[src/hw/rot_pkg.sv]
// Shared constants of the oscillation trim block
package rot_pkg;

	// ==========================================================
	// Trim code layout
	localparam int unsigned ROT_TRIM_W        = 7;
	localparam int unsigned ROT_TRIM_TOP_POS  = 6;
	localparam logic [6:0]  ROT_TRIM_RST      = 7'h00;
	localparam logic [6:0]  ROT_SLOW_FIRST    = 7'h02;
	localparam logic [6:0]  ROT_SLOW_OFFSET   = 7'h01;
	localparam logic [6:0]  ROT_FAST_FIRST    = 7'h42;
	localparam logic [7:0]  ROT_FAST_BASE     = 8'h80;

	// ==========================================================
	// Time counting
	localparam int unsigned ROT_OSC_HZ         = 32768;
	localparam int unsigned ROT_INTERVAL_S     = 20;
	localparam int unsigned ROT_TICKS_PER_STEP = 2;
	localparam int unsigned ROT_PRE_W          = 17;
	localparam int unsigned ROT_SEC_CNT_W      = 5;
	localparam int unsigned ROT_SYNC_STAGES    = 2;

endpackage

[src/hw/rot_sync.sv]
// Two-stage synchroniser for a level from outside the clock domain
module rot_sync (
	// Clock, reset, enable
	input  wire logic clk_i,
	input  wire logic rst_i,
	input  wire logic ce_i,
	// Level in and out
	input  wire logic d_i,
	output logic      q_o
);
	typedef struct packed {
		logic meta;
		logic sync;
	} rot_sync_state_t;

	rot_sync_state_t s_reg;
	rot_sync_state_t s_next;

	always_comb begin
		s_next      = s_reg;
		s_next.meta = d_i;
		s_next.sync = s_reg.meta;
	end

	always_ff @(posedge clk_i) begin
		if (rst_i) begin
			s_reg <= '0;
		end else if (ce_i) begin
			s_reg <= s_next;
		end
	end

	assign q_o = s_reg.sync;
endmodule

[src/hw/rot_trim.sv]
// Time-count trim: 1 Hz count from the crystal clock, corrected once per 20 s
// What this block does
// Once per 20-second interval, lengthen or shorten one second of the count.
// The trim value is a 7-bit code written by the host.
// Code with six low bits zero, either top bit, applies no correction.
// Codes meaning 0, +1, -64 and -63 give no net correction.
// Positive code minus 01h gives the number of slowing steps.
// 80h minus the code gives the number of speeding steps.
// The crystal clock is driven out on the sub-clock output pin.
// Each step is about 3.05 ppm, up to 189.2 ppm either way.
// Trim changes only the time count, never the sub-clock frequency.
// While the oscillation-halt flag is set, all seven trim bits clear to zero.
module rot_trim
	import rot_pkg::*;
#(
	parameter int unsigned TICKS_PER_SEC = rot_pkg::ROT_OSC_HZ,
	parameter int unsigned INTERVAL_S    = rot_pkg::ROT_INTERVAL_S
) (
	// Clock, reset, enable
	input  wire logic                         REF_CLK_I,
	input  wire logic                         RST_I,
	input  wire logic                         CE_I,
	// Crystal clock from the oscillator pin
	input  wire logic                         OSC_CLK_I,
	// Trim code write port and halt flag
	input  wire logic                         TRIM_WR_I,
	input  wire logic [rot_pkg::ROT_TRIM_W-1:0] TRIM_DATA_I,
	input  wire logic                         OSC_HALT_FLAG_I,
	// Outputs
	output logic                              SUB_CLOCK_OUT_PIN_O,
	output logic [rot_pkg::ROT_TRIM_W-1:0]    TRIM_O,
	output logic                              SEC_PULSE_O,
	output logic                              INTERVAL_END_O
);
	import rot_pkg::*;

	// ==========================================================
	// State
	typedef struct packed {
		logic                     osc_prev;
		logic                     sub_clk;
		logic [ROT_TRIM_W-1:0]    trim;
		logic [ROT_PRE_W-1:0]     pre;
		logic [ROT_SEC_CNT_W-1:0] sec_cnt;
		logic                     sec_pulse;
		logic                     int_end;
	} rot_state_t;

	localparam logic [ROT_PRE_W-1:0]     PRE_BASE = ROT_PRE_W'(TICKS_PER_SEC - 1);
	localparam logic [ROT_SEC_CNT_W-1:0] SEC_LAST = ROT_SEC_CNT_W'(INTERVAL_S - 1);
	localparam logic [ROT_PRE_W-1:0]     STEP_TICKS = ROT_PRE_W'(ROT_TICKS_PER_STEP);

	rot_state_t s_reg;
	rot_state_t s_next;
	logic       osc_sync;

	// ==========================================================
	// Crystal clock crossing
	rot_sync u_osc_sync (
		.clk_i (REF_CLK_I),
		.rst_i (RST_I),
		.ce_i  (CE_I),
		.d_i   (OSC_CLK_I),
		.q_o   (osc_sync)
	);

	// ==========================================================
	// Trim decode
	logic                  trim_slow;
	logic                  trim_fast;
	logic [ROT_TRIM_W-1:0] trim_steps;
	logic [ROT_PRE_W-1:0]  trim_ticks;
	logic [ROT_PRE_W-1:0]  pre_limit;

	always_comb begin
		// no correction for codes 00h, 01h, 40h, 41h
		// those four codes fall outside both step ranges
		trim_slow  = !s_reg.trim[ROT_TRIM_TOP_POS] && (s_reg.trim >= ROT_SLOW_FIRST);
		trim_fast  = s_reg.trim[ROT_TRIM_TOP_POS] && (s_reg.trim >= ROT_FAST_FIRST);
		trim_steps = '0;
		if (trim_slow) begin
			// distance above 01h
			trim_steps = s_reg.trim - ROT_SLOW_OFFSET;
		end else if (trim_fast) begin
			// distance below 80h
			trim_steps = ROT_TRIM_W'(ROT_FAST_BASE - {1'b0, s_reg.trim});
		end
		// each step is two crystal ticks out of 20 s, about 3.05 ppm
		trim_ticks = ROT_PRE_W'({{(ROT_PRE_W - ROT_TRIM_W){1'b0}}, trim_steps} * STEP_TICKS);
		pre_limit  = PRE_BASE;
		// only the last second of each interval is stretched or shortened
		if (s_reg.sec_cnt == SEC_LAST) begin
			if (trim_slow) begin
				pre_limit = PRE_BASE + trim_ticks;
			end else if (trim_fast) begin
				pre_limit = PRE_BASE - trim_ticks;
			end
		end
	end

	// ==========================================================
	// Next state
	always_comb begin
		s_next           = s_reg;
		s_next.sec_pulse = 1'b0;
		s_next.int_end   = 1'b0;
		s_next.osc_prev  = osc_sync;
		// crystal clock passes straight to the sub-clock pin
		// the trim path never touches this copy
		s_next.sub_clk   = osc_sync;

		// halt flag holds the code cleared and beats a write
		if (OSC_HALT_FLAG_I) begin
			s_next.trim = ROT_TRIM_RST;
		end else if (TRIM_WR_I) begin
			// host loads the 7-bit code
			s_next.trim = TRIM_DATA_I;
		end

		// Count crystal rising edges; >= covers a limit lowered mid-second
		if (osc_sync && !s_reg.osc_prev) begin
			if (s_reg.pre >= pre_limit) begin
				s_next.pre       = '0;
				s_next.sec_pulse = 1'b1;
				if (s_reg.sec_cnt >= SEC_LAST) begin
					s_next.sec_cnt = '0;
					s_next.int_end = 1'b1;
				end else begin
					s_next.sec_cnt = s_reg.sec_cnt + 1'b1;
				end
			end else begin
				s_next.pre = s_reg.pre + 1'b1;
			end
		end
	end

	// ==========================================================
	// Registers
	always_ff @(posedge REF_CLK_I) begin
		if (RST_I) begin
			s_reg <= '0;
		end else if (CE_I) begin
			s_reg <= s_next;
		end
	end

	assign SUB_CLOCK_OUT_PIN_O = s_reg.sub_clk;
	assign TRIM_O              = s_reg.trim;
	assign SEC_PULSE_O         = s_reg.sec_pulse;
	assign INTERVAL_END_O      = s_reg.int_end;
endmodule

[config.mk]
export PLATFORM = sky130hd
export DESIGN_NAME = rot_trim
export DESIGN_NICKNAME = d
export VERILOG_FILES = /design/src/hw/rot_pkg.sv /design/src/hw/rot_sync.sv /design/src/hw/rot_trim.sv
export SDC_FILE = /design/constraint.sdc
export NUM_CORES = 1
export LEC_CHECK = 0
export BUFFER_PORTS_ARGS = -buffer_cell sky130_fd_sc_hd__buf_2
export CORE_ASPECT_RATIO = 1.4
export CORE_MARGIN = 5
export CORE_UTILIZATION = 55
export CTS_BUF_LIST = sky130_fd_sc_hd__clkbuf_2
export CTS_CLUSTER_SIZE = 10
export DETAILED_ROUTE_END_ITERATION = 6
export PLACE_DENSITY_LB_ADDON = 0.15
export SLEW_MARGIN = 20
export SYNTH_ARGS = -nofsm -noshare
export SYNTH_HDL_FRONTEND = slang
export SYNTH_SLANG_ARGS = --single-unit
[constraint.sdc]
create_clock -name REF_CLK_I -period 11.7 [get_ports REF_CLK_I]
set_input_delay 2.34 -clock REF_CLK_I [delete_from_list [all_inputs] [get_ports REF_CLK_I]]
set_output_delay 2.34 -clock REF_CLK_I [all_outputs]
set_load 0.01 [all_outputs]
==> flow_metrics.py, run 1 <==
metrics = {
    "run_status": {
        "status": "finished, final reports clean",
    },
    "timing": {
        "min_period_over_period": 0.393,
        "setup-tns-final_ns": 0,
        "fmax_mhz": 217,
        "relSlewSlack": 0.631,
        "rsz0062_at_grt": "false",
        "drv_slew": 0,
        "finalSetupViolCount": 0,
        "tightest_slew_ns": 0.552,
        "layout_min_cycle_time_ns": 4.60,
        "finalClockSkew_ns": 0.0132,
        "finalHoldViolCount": 0,
        "whs_ns": 0.490,
    },
    "drt": {
        "viasPerCell": 5.88,
        "drc": 0,
        "vias": 1946,
        "finalWirelength_um": 4650,
        "drt_iter0_drc": 56,
        "drt_first_pass_iters": 4,
        "wl_per_cell_um": 14.1,
        "ant_nets": 0,
    },
    "floorplanning": {
        "die_y_um": 86.2,
        "fp-row-count": 27,
        "design.portCount": 23,
        "die_w_um": 64.4,
        "die_area_mm2": 0.00556,
        "start_util": 0.573,
        "coreArea_mm2": 0.00399,
    },
    "synth": {
        "ys.warnings.count": 0,
        "async_flop_share": 0,
        "synth_top_cell_by_area": "dfxtp_1",
        "syn_inst": 275,
        "synth_area_per_cell_um2": 8.30,
        "synth_top_area_share": 0.298,
        "synth_area_mm2": 0.00228,
        "synth_nets": 309,
        "yosys.cell_types.count": 49,
        "synth_edf_count": 0,
        "synthTopCellsByArea": "dfxtp_1 (30%), ha_1 (12%), nor2_1 (8.7%), xnor2_1 (4.6%), a21oi_1 (3.9%)",
        "synthTopCellsByCount": "nor2_1 (53), dfxtp_1 (34), ha_1 (21)",
        "synth_flop_cell": "dfxtp_1",
        "synth.most_common_cell": "nor2_1",
        "synth_seq_area_share": 0.298,
        "ys_ff_latch": 34,
    },
    "cts": {
        "cts_resized": 0,
        "ctsLongestPathBuffers": 2,
        "post_cts_buffers": 0,
        "ctsHoldBuffers": 0,
        "clock_latency_ns": 0.38,
        "cts_buffers": 5,
        "cts.sink_count": 34,
        "clk_pin_slew_worst_paths_ns": 0.18,
        "cts-root-buf": "clkbuf_2",
        "cts_tree": "built",
        "cts_max_level": 2,
    },
    "power_and_ir_drop": {
        "ir_worst_vdd_mv": 0.0657,
        "p_per_area_mw_per_mm2": 91.8,
        "leakagePower_nw": 0.988,
    },
    "grt": {
        "gr-total-overflow": 0,
        "antenna_found_initial": 0,
        "grt_max_degree": 20,
        "grt_pass1_vias": 1849,
        "grt_pass1_wl_um": 8180,
        "grt_use_total": 0.182,
    },
    "cells_and_area": {
        "area_growth_syn_to_layout_pct": 4.99,
        "design_area_mm2": 0.00240,
        "final.fill_count": 377,
        "largest_reg_flops": 22,
        "antenna_cells": 0,
        "fin_nets": 322,
        "final_layout_size_suffix_gt1_frac": 0.125,
    },
    "worst_setup_path": {
        "worstSetupStartpointType": "flop",
        "regToRegSetupSlack_ns": 7.10,
        "critPathMaxFanout": 17,
        "setup.worst_path.class": "flop to flop",
        "ff2ff_path_depth": 16,
        "critPathCaptureType": "flop",
        "cp.required_ns": 11.97,
        "rr_startpoint": "TRIM_O[2]",
        "worst_r2r_endpoint": "s_reg[2]",
        "cp.arrival_ns": 4.87,
    },
    "worst_hold_path": {
        "hold_path_class": "flop to flop",
        "whs_path_depth": 2,
        "worstHoldEndpoint": "SEC_PULSE_O",
        "hp-start": "SEC_PULSE_O",
    },
    "place": {
        "hpwlAfterDp_um": 3670,
        "placed_cell_area_mm2": 0.00234,
        "gp_congestion": 0.857,
        "portBuffers": 22,
    },
    "run": {
        "maxCapViolCount": 0,
    },
}
==> stage by stage <==
| step | setup slack [ns] | instances | power [mW] | util |
|---|---|---|---|---|
| 3_3_place_gp | 7.18 | 324 | 0.148 | 0.586 |
| 4_1_cts | 7.05 | 331 | 0.223 | 0.601 |
| 5_1_grt | 6.69 | 331 | 0.231 | 0.601 |
| 2_1_floorplan | 7.57 | 275 | 0.144 | - |
| 3_5_place_dp | 7.07 | 324 | 0.148 | 0.586 |
| 6_report | 7.10 | 331 | 0.220 | 0.601 |
==> power by group <==
group / internal, mW / total [mW] / leakage [nW] / switching [mW]
sequential: 0.117 / 0.119 / 0.274 / 0.00148
clock: 0.0344 / 0.0739 / 0.0365 / 0.0395
combinational: 0.0118 / 0.0275 / 0.677 / 0.0158
total: 0.163 / 0.220 / 0.988 / 0.0567
==> critical path: stages, from the launching register on <==
cell	delay [ns]
dfxtp_1	0.40
or2_1	0.26
or4_4	0.43
and2_1	0.30
a21oi_1	0.25
ha_1	0.27
o221a_2	0.21
ha_1	0.22
a22oi_1	0.16
nor2_1	0.06
ha_1	0.30
nand4_1	0.14
nor4_1	0.36
a41oi_2	0.19
o22ai_2	0.29
or2_1	0.51
mux2i_1	0.14
==> layout make-up <==
type                    instances  area [um2]  area share
multi-input cells             219        1470       0.614
flip-flops and latches         34         681       0.284
repair buffers                 22         110      0.0460
well taps                      43        53.8      0.0225
clock inverters                 2        33.8      0.0141
clock buffers                   5        25.0      0.0104
inverters                       6        22.5     0.00940
==> routing by layer <==
| layer | GRT usage | wire (um) | vias to the layer above |
|---|---|---|---|
| li1 | - | - | 1001 |
| met1 | 0.211 | 2010 | 890 |
| met2 | 0.315 | 2300 | 42 |
| met3 | 0.0428 | 194 | 13 |
| met4 | 0.0827 | 145 | 0 |
| met5 | 0 | 0 | - |
==> cells by family after synthesis <==
| group | Yosys count | share of synthesized area |
|---|---|---|
| flip-flops | 34 | 0.298 |
| XOR/XNOR | 22 | 0.0877 |
| AO/OA/AOI/OAI | 55 | 0.169 |
| multiplexers | 5 | 0.0219 |
| AND/OR/NAND/NOR | 116 | 0.251 |
| buffers and inverters | 22 | 0.0576 |
| adder cells (fa/ha/maj) | 21 | 0.115 |
==> placed cells by master (no fill, tap or decap), types with 3 or more instances in the layout <==
cell,netlist,layout
ha_1,21,21
nand4_1,9,9
nor3_1,5,5
a31oi_1,4,4
nor2_1,53,53
nor2b_1,3,3
dfxtp_1,34,34
mux2i_1,5,5
clkbuf_2,0,5
o21ai_0,4,4
inv_1,6,6
and2_1,3,3
buf_2,3,22
a21oi_1,18,18
nand2_1,17,17
xor2_1,9,9
a211o_1,5,5
nand3_1,7,7
a22oi_1,11,11
xnor2_1,12,12
==> worst max-delay path by stage <==
stage	slack, ns	to	start
after floorplan	7.57	s_reg[15]	TRIM_O[2]
after global placement	7.18	s_reg[2]	TRIM_O[2]
after detailed placement	7.07	s_reg[2]	TRIM_O[2]
after CTS	7.05	s_reg[2]	TRIM_O[2]
after global routing	6.69	s_reg[2]	TRIM_O[2]
final	7.10	s_reg[2]	TRIM_O[2]
Note: power is estimated with default switching activity, not from simulation.
==> run 2: changes to the inputs <==
==> constraint.sdc (replaced) <==
create_clock -name REF_CLK_I -period 4.1 [get_ports REF_CLK_I]
set_input_delay 0.82 -clock REF_CLK_I [delete_from_list [all_inputs] [get_ports REF_CLK_I]]
set_output_delay 0.82 -clock REF_CLK_I [all_outputs]
set_load 0.01 [all_outputs]
==> flow_metrics.py, run 2 (same netlist as run 1, synthesis figures left out) <==
metrics = {
    "worst_setup_path": {
        "critPathCaptureType": "flop",
        "cp_slowest_cell": "or4_4",
        "cp.arrival_ns": 4.22,
        "setup.worst_path.class": "flop to flop",
        "rr_startpoint": "TRIM_O[3]",
        "cp_slowest_stage_delay_ns": 0.46,
        "worstSetupStartpointType": "flop",
        "path_cells": "or2_1 -> or4_4 -> and2_4 -> a21oi_4 -> ha_2 -> o221a_2 -> ha_1 -> a22oi_2 -> nor2_1 -> ha_1 -> nand4_1 -> a211oi_1 -> nor4b_4 -> o21ai_0 -> a211o_1 -> o21ai_0",
        "ff2ff_path_depth": 16,
        "critPathMaxFanout": 5,
        "regToRegSetupSlack_ns": 0.19,
        "cp.required_ns": 4.41,
        "worst_r2r_endpoint": "s_reg[4]",
    },
    "drt": {
        "vias": 1968,
        "drt_iter0_drc": 66,
        "finalWirelength_um": 4560,
        "wl_per_cell_um": 13.4,
        "ant_nets": 0,
        "drc": 0,
        "drt_first_pass_iters": 4,
        "viasPerCell": 5.79,
    },
    "floorplanning": {
        "design.portCount": 23,
        "start_util": 0.573,
        "fp-row-count": 27,
        "die_y_um": 86.2,
        "die_area_mm2": 0.00556,
        "die_w_um": 64.4,
        "coreArea_mm2": 0.00399,
    },
    "timing": {
        "finalSetupViolCount": 0,
        "finalHoldViolCount": 0,
        "finalClockSkew_ns": 0.0249,
        "relSlewSlack": 0.659,
        "min_period_over_period": 0.954,
        "whs_ns": 0.486,
        "fmax_mhz": 256,
        "tightest_slew_ns": 0.508,
        "fin_ws_ns": 0.190,
        "drv_slew": 0,
        "layout_min_cycle_time_ns": 3.91,
    },
    "worst_hold_path": {
        "hp-start": "SEC_PULSE_O",
        "worstHoldEndpoint": "SEC_PULSE_O",
        "hold_path_class": "flop to flop",
        "whs_path_depth": 2,
    },
    "cts": {
        "clk_pin_slew_worst_paths_ns": 0.20,
        "cts_max_level": 2,
        "ctsLongestPathBuffers": 2,
        "cts.sink_count": 34,
        "clock_latency_ns": 0.40,
        "cts-root-buf": "clkbuf_2",
        "cts_tree": "built",
        "cts_buffers": 5,
    },
    "cells_and_area": {
        "final_layout_size_suffix_gt1_frac": 0.202,
        "largest_reg_flops": 22,
        "multi_input_area_mm2": 0.00154,
        "final_common_cell": "nor2_1",
        "area_growth_syn_to_layout_pct": 11.4,
        "area.sequential_um2": 686,
        "antenna_cells": 0,
        "final.fill_count": 370,
        "layout_common_cells": "nor2_1 (50), dfxtp_1 (32), buf_2 (22)",
        "fin_nets": 330,
        "design_area_mm2": 0.00254,
        "instances_no_fill": 340,
    },
    "run_status": {
        "status": "finished, final reports clean",
    },
    "grt": {
        "use_met3": 0.0363,
        "grt_use_total": 0.178,
        "antenna_found_initial": 0,
        "grt_pass1_vias": 1897,
        "grt_pass1_wl_um": 8040,
        "grt.busiest_layer": "met2",
        "grt_max_degree": 20,
        "gr-total-overflow": 0,
        "gr-usage-met1": 0.206,
        "use_met2": 0.320,
    },
    "place": {
        "placed_cell_area_mm2": 0.00240,
        "dpl.cell_count": 331,
        "gp_congestion": 0.897,
        "post-place-ws_ns": 0.0542,
        "hpwlAfterDp_um": 3630,
        "portBuffers": 22,
    },
    "power_and_ir_drop": {
        "p_per_area_mw_per_mm2": 258,
        "p_total_uw": 657,
        "ir_worst_vdd_mv": 0.172,
        "leakagePower_nw": 1.04,
    },
    "run": {
        "maxCapViolCount": 0,
    },
}
run 2: cell types whose count changed in the layout (fill, tap and decap cells not counted), moves of 2 or more:
cell	delta
a21oi_1	-2
nor2_2	+3
dfxtp_1	-2
buf_4	+7
nor2_1	-3
clkinvlp_4	+2
run 2: what timing repair did:
action	in CTS	in global routing
setup endpoints to repair	0	22
hold buffers	0	0
resized for setup	0	19
setup buffers	0	1
run 2: metrics by stage:
stage               utilization  TNS (ns)
floorplan                     -         0
global route              0.638   -0.0100
global placement          0.602         0
finish                    0.638         0
detailed placement        0.602         0
CTS                       0.619         0
run 2: final cells by class:
cell class                      count  share of cell area
Clock buffer                        5             0.00984
Clock inverter                      3              0.0177
Inverter                            6             0.00886
Multi-Input combinational cell    219               0.604
Sequential cell                    34               0.270
Tap cell                           43              0.0212
Timing Repair Buffer               30              0.0684
run 2: routing by layer:
metal | wire length [um] | part of all wire
met5 | 0 | 0
met4 | 83 | 0.018
met3 | 178 | 0.039
met2 | 2340 | 0.51
met1 | 1950 | 0.43
run 2: worst max path at each step:
stage          startpoint         to  slack [ns]
2_1_floorplan   TRIM_O[2]  s_reg[10]        0.09
3_5_place_dp    TRIM_O[3]  s_reg[19]        0.05
6_report        TRIM_O[3]   s_reg[4]        0.19
3_3_place_gp    TRIM_O[3]   s_reg[4]        0.07
5_1_grt         TRIM_O[3]  s_reg[17]      -0.005
4_1_cts         TRIM_O[3]  s_reg[22]        0.02
run 2: critical path: cells and delay by family, from the launching register on:
| family | cells | cell delay [ns] |
|---|---|---|
| compound gates | 7 | 1.47 |
| simple gates | 6 | 1.24 |
| fa+ha+maj | 3 | 0.72 |
| flops | 1 | 0.39 |
run 2: power breakdown:
group | leakage, nW | switching [mW] | internal (mW)
Combinational | 0.726 | 0.0509 | 0.0436
Clock | 0.0352 | 0.123 | 0.102
Sequential | 0.276 | 0.00318 | 0.334
Total | 1.04 | 0.177 | 0.480
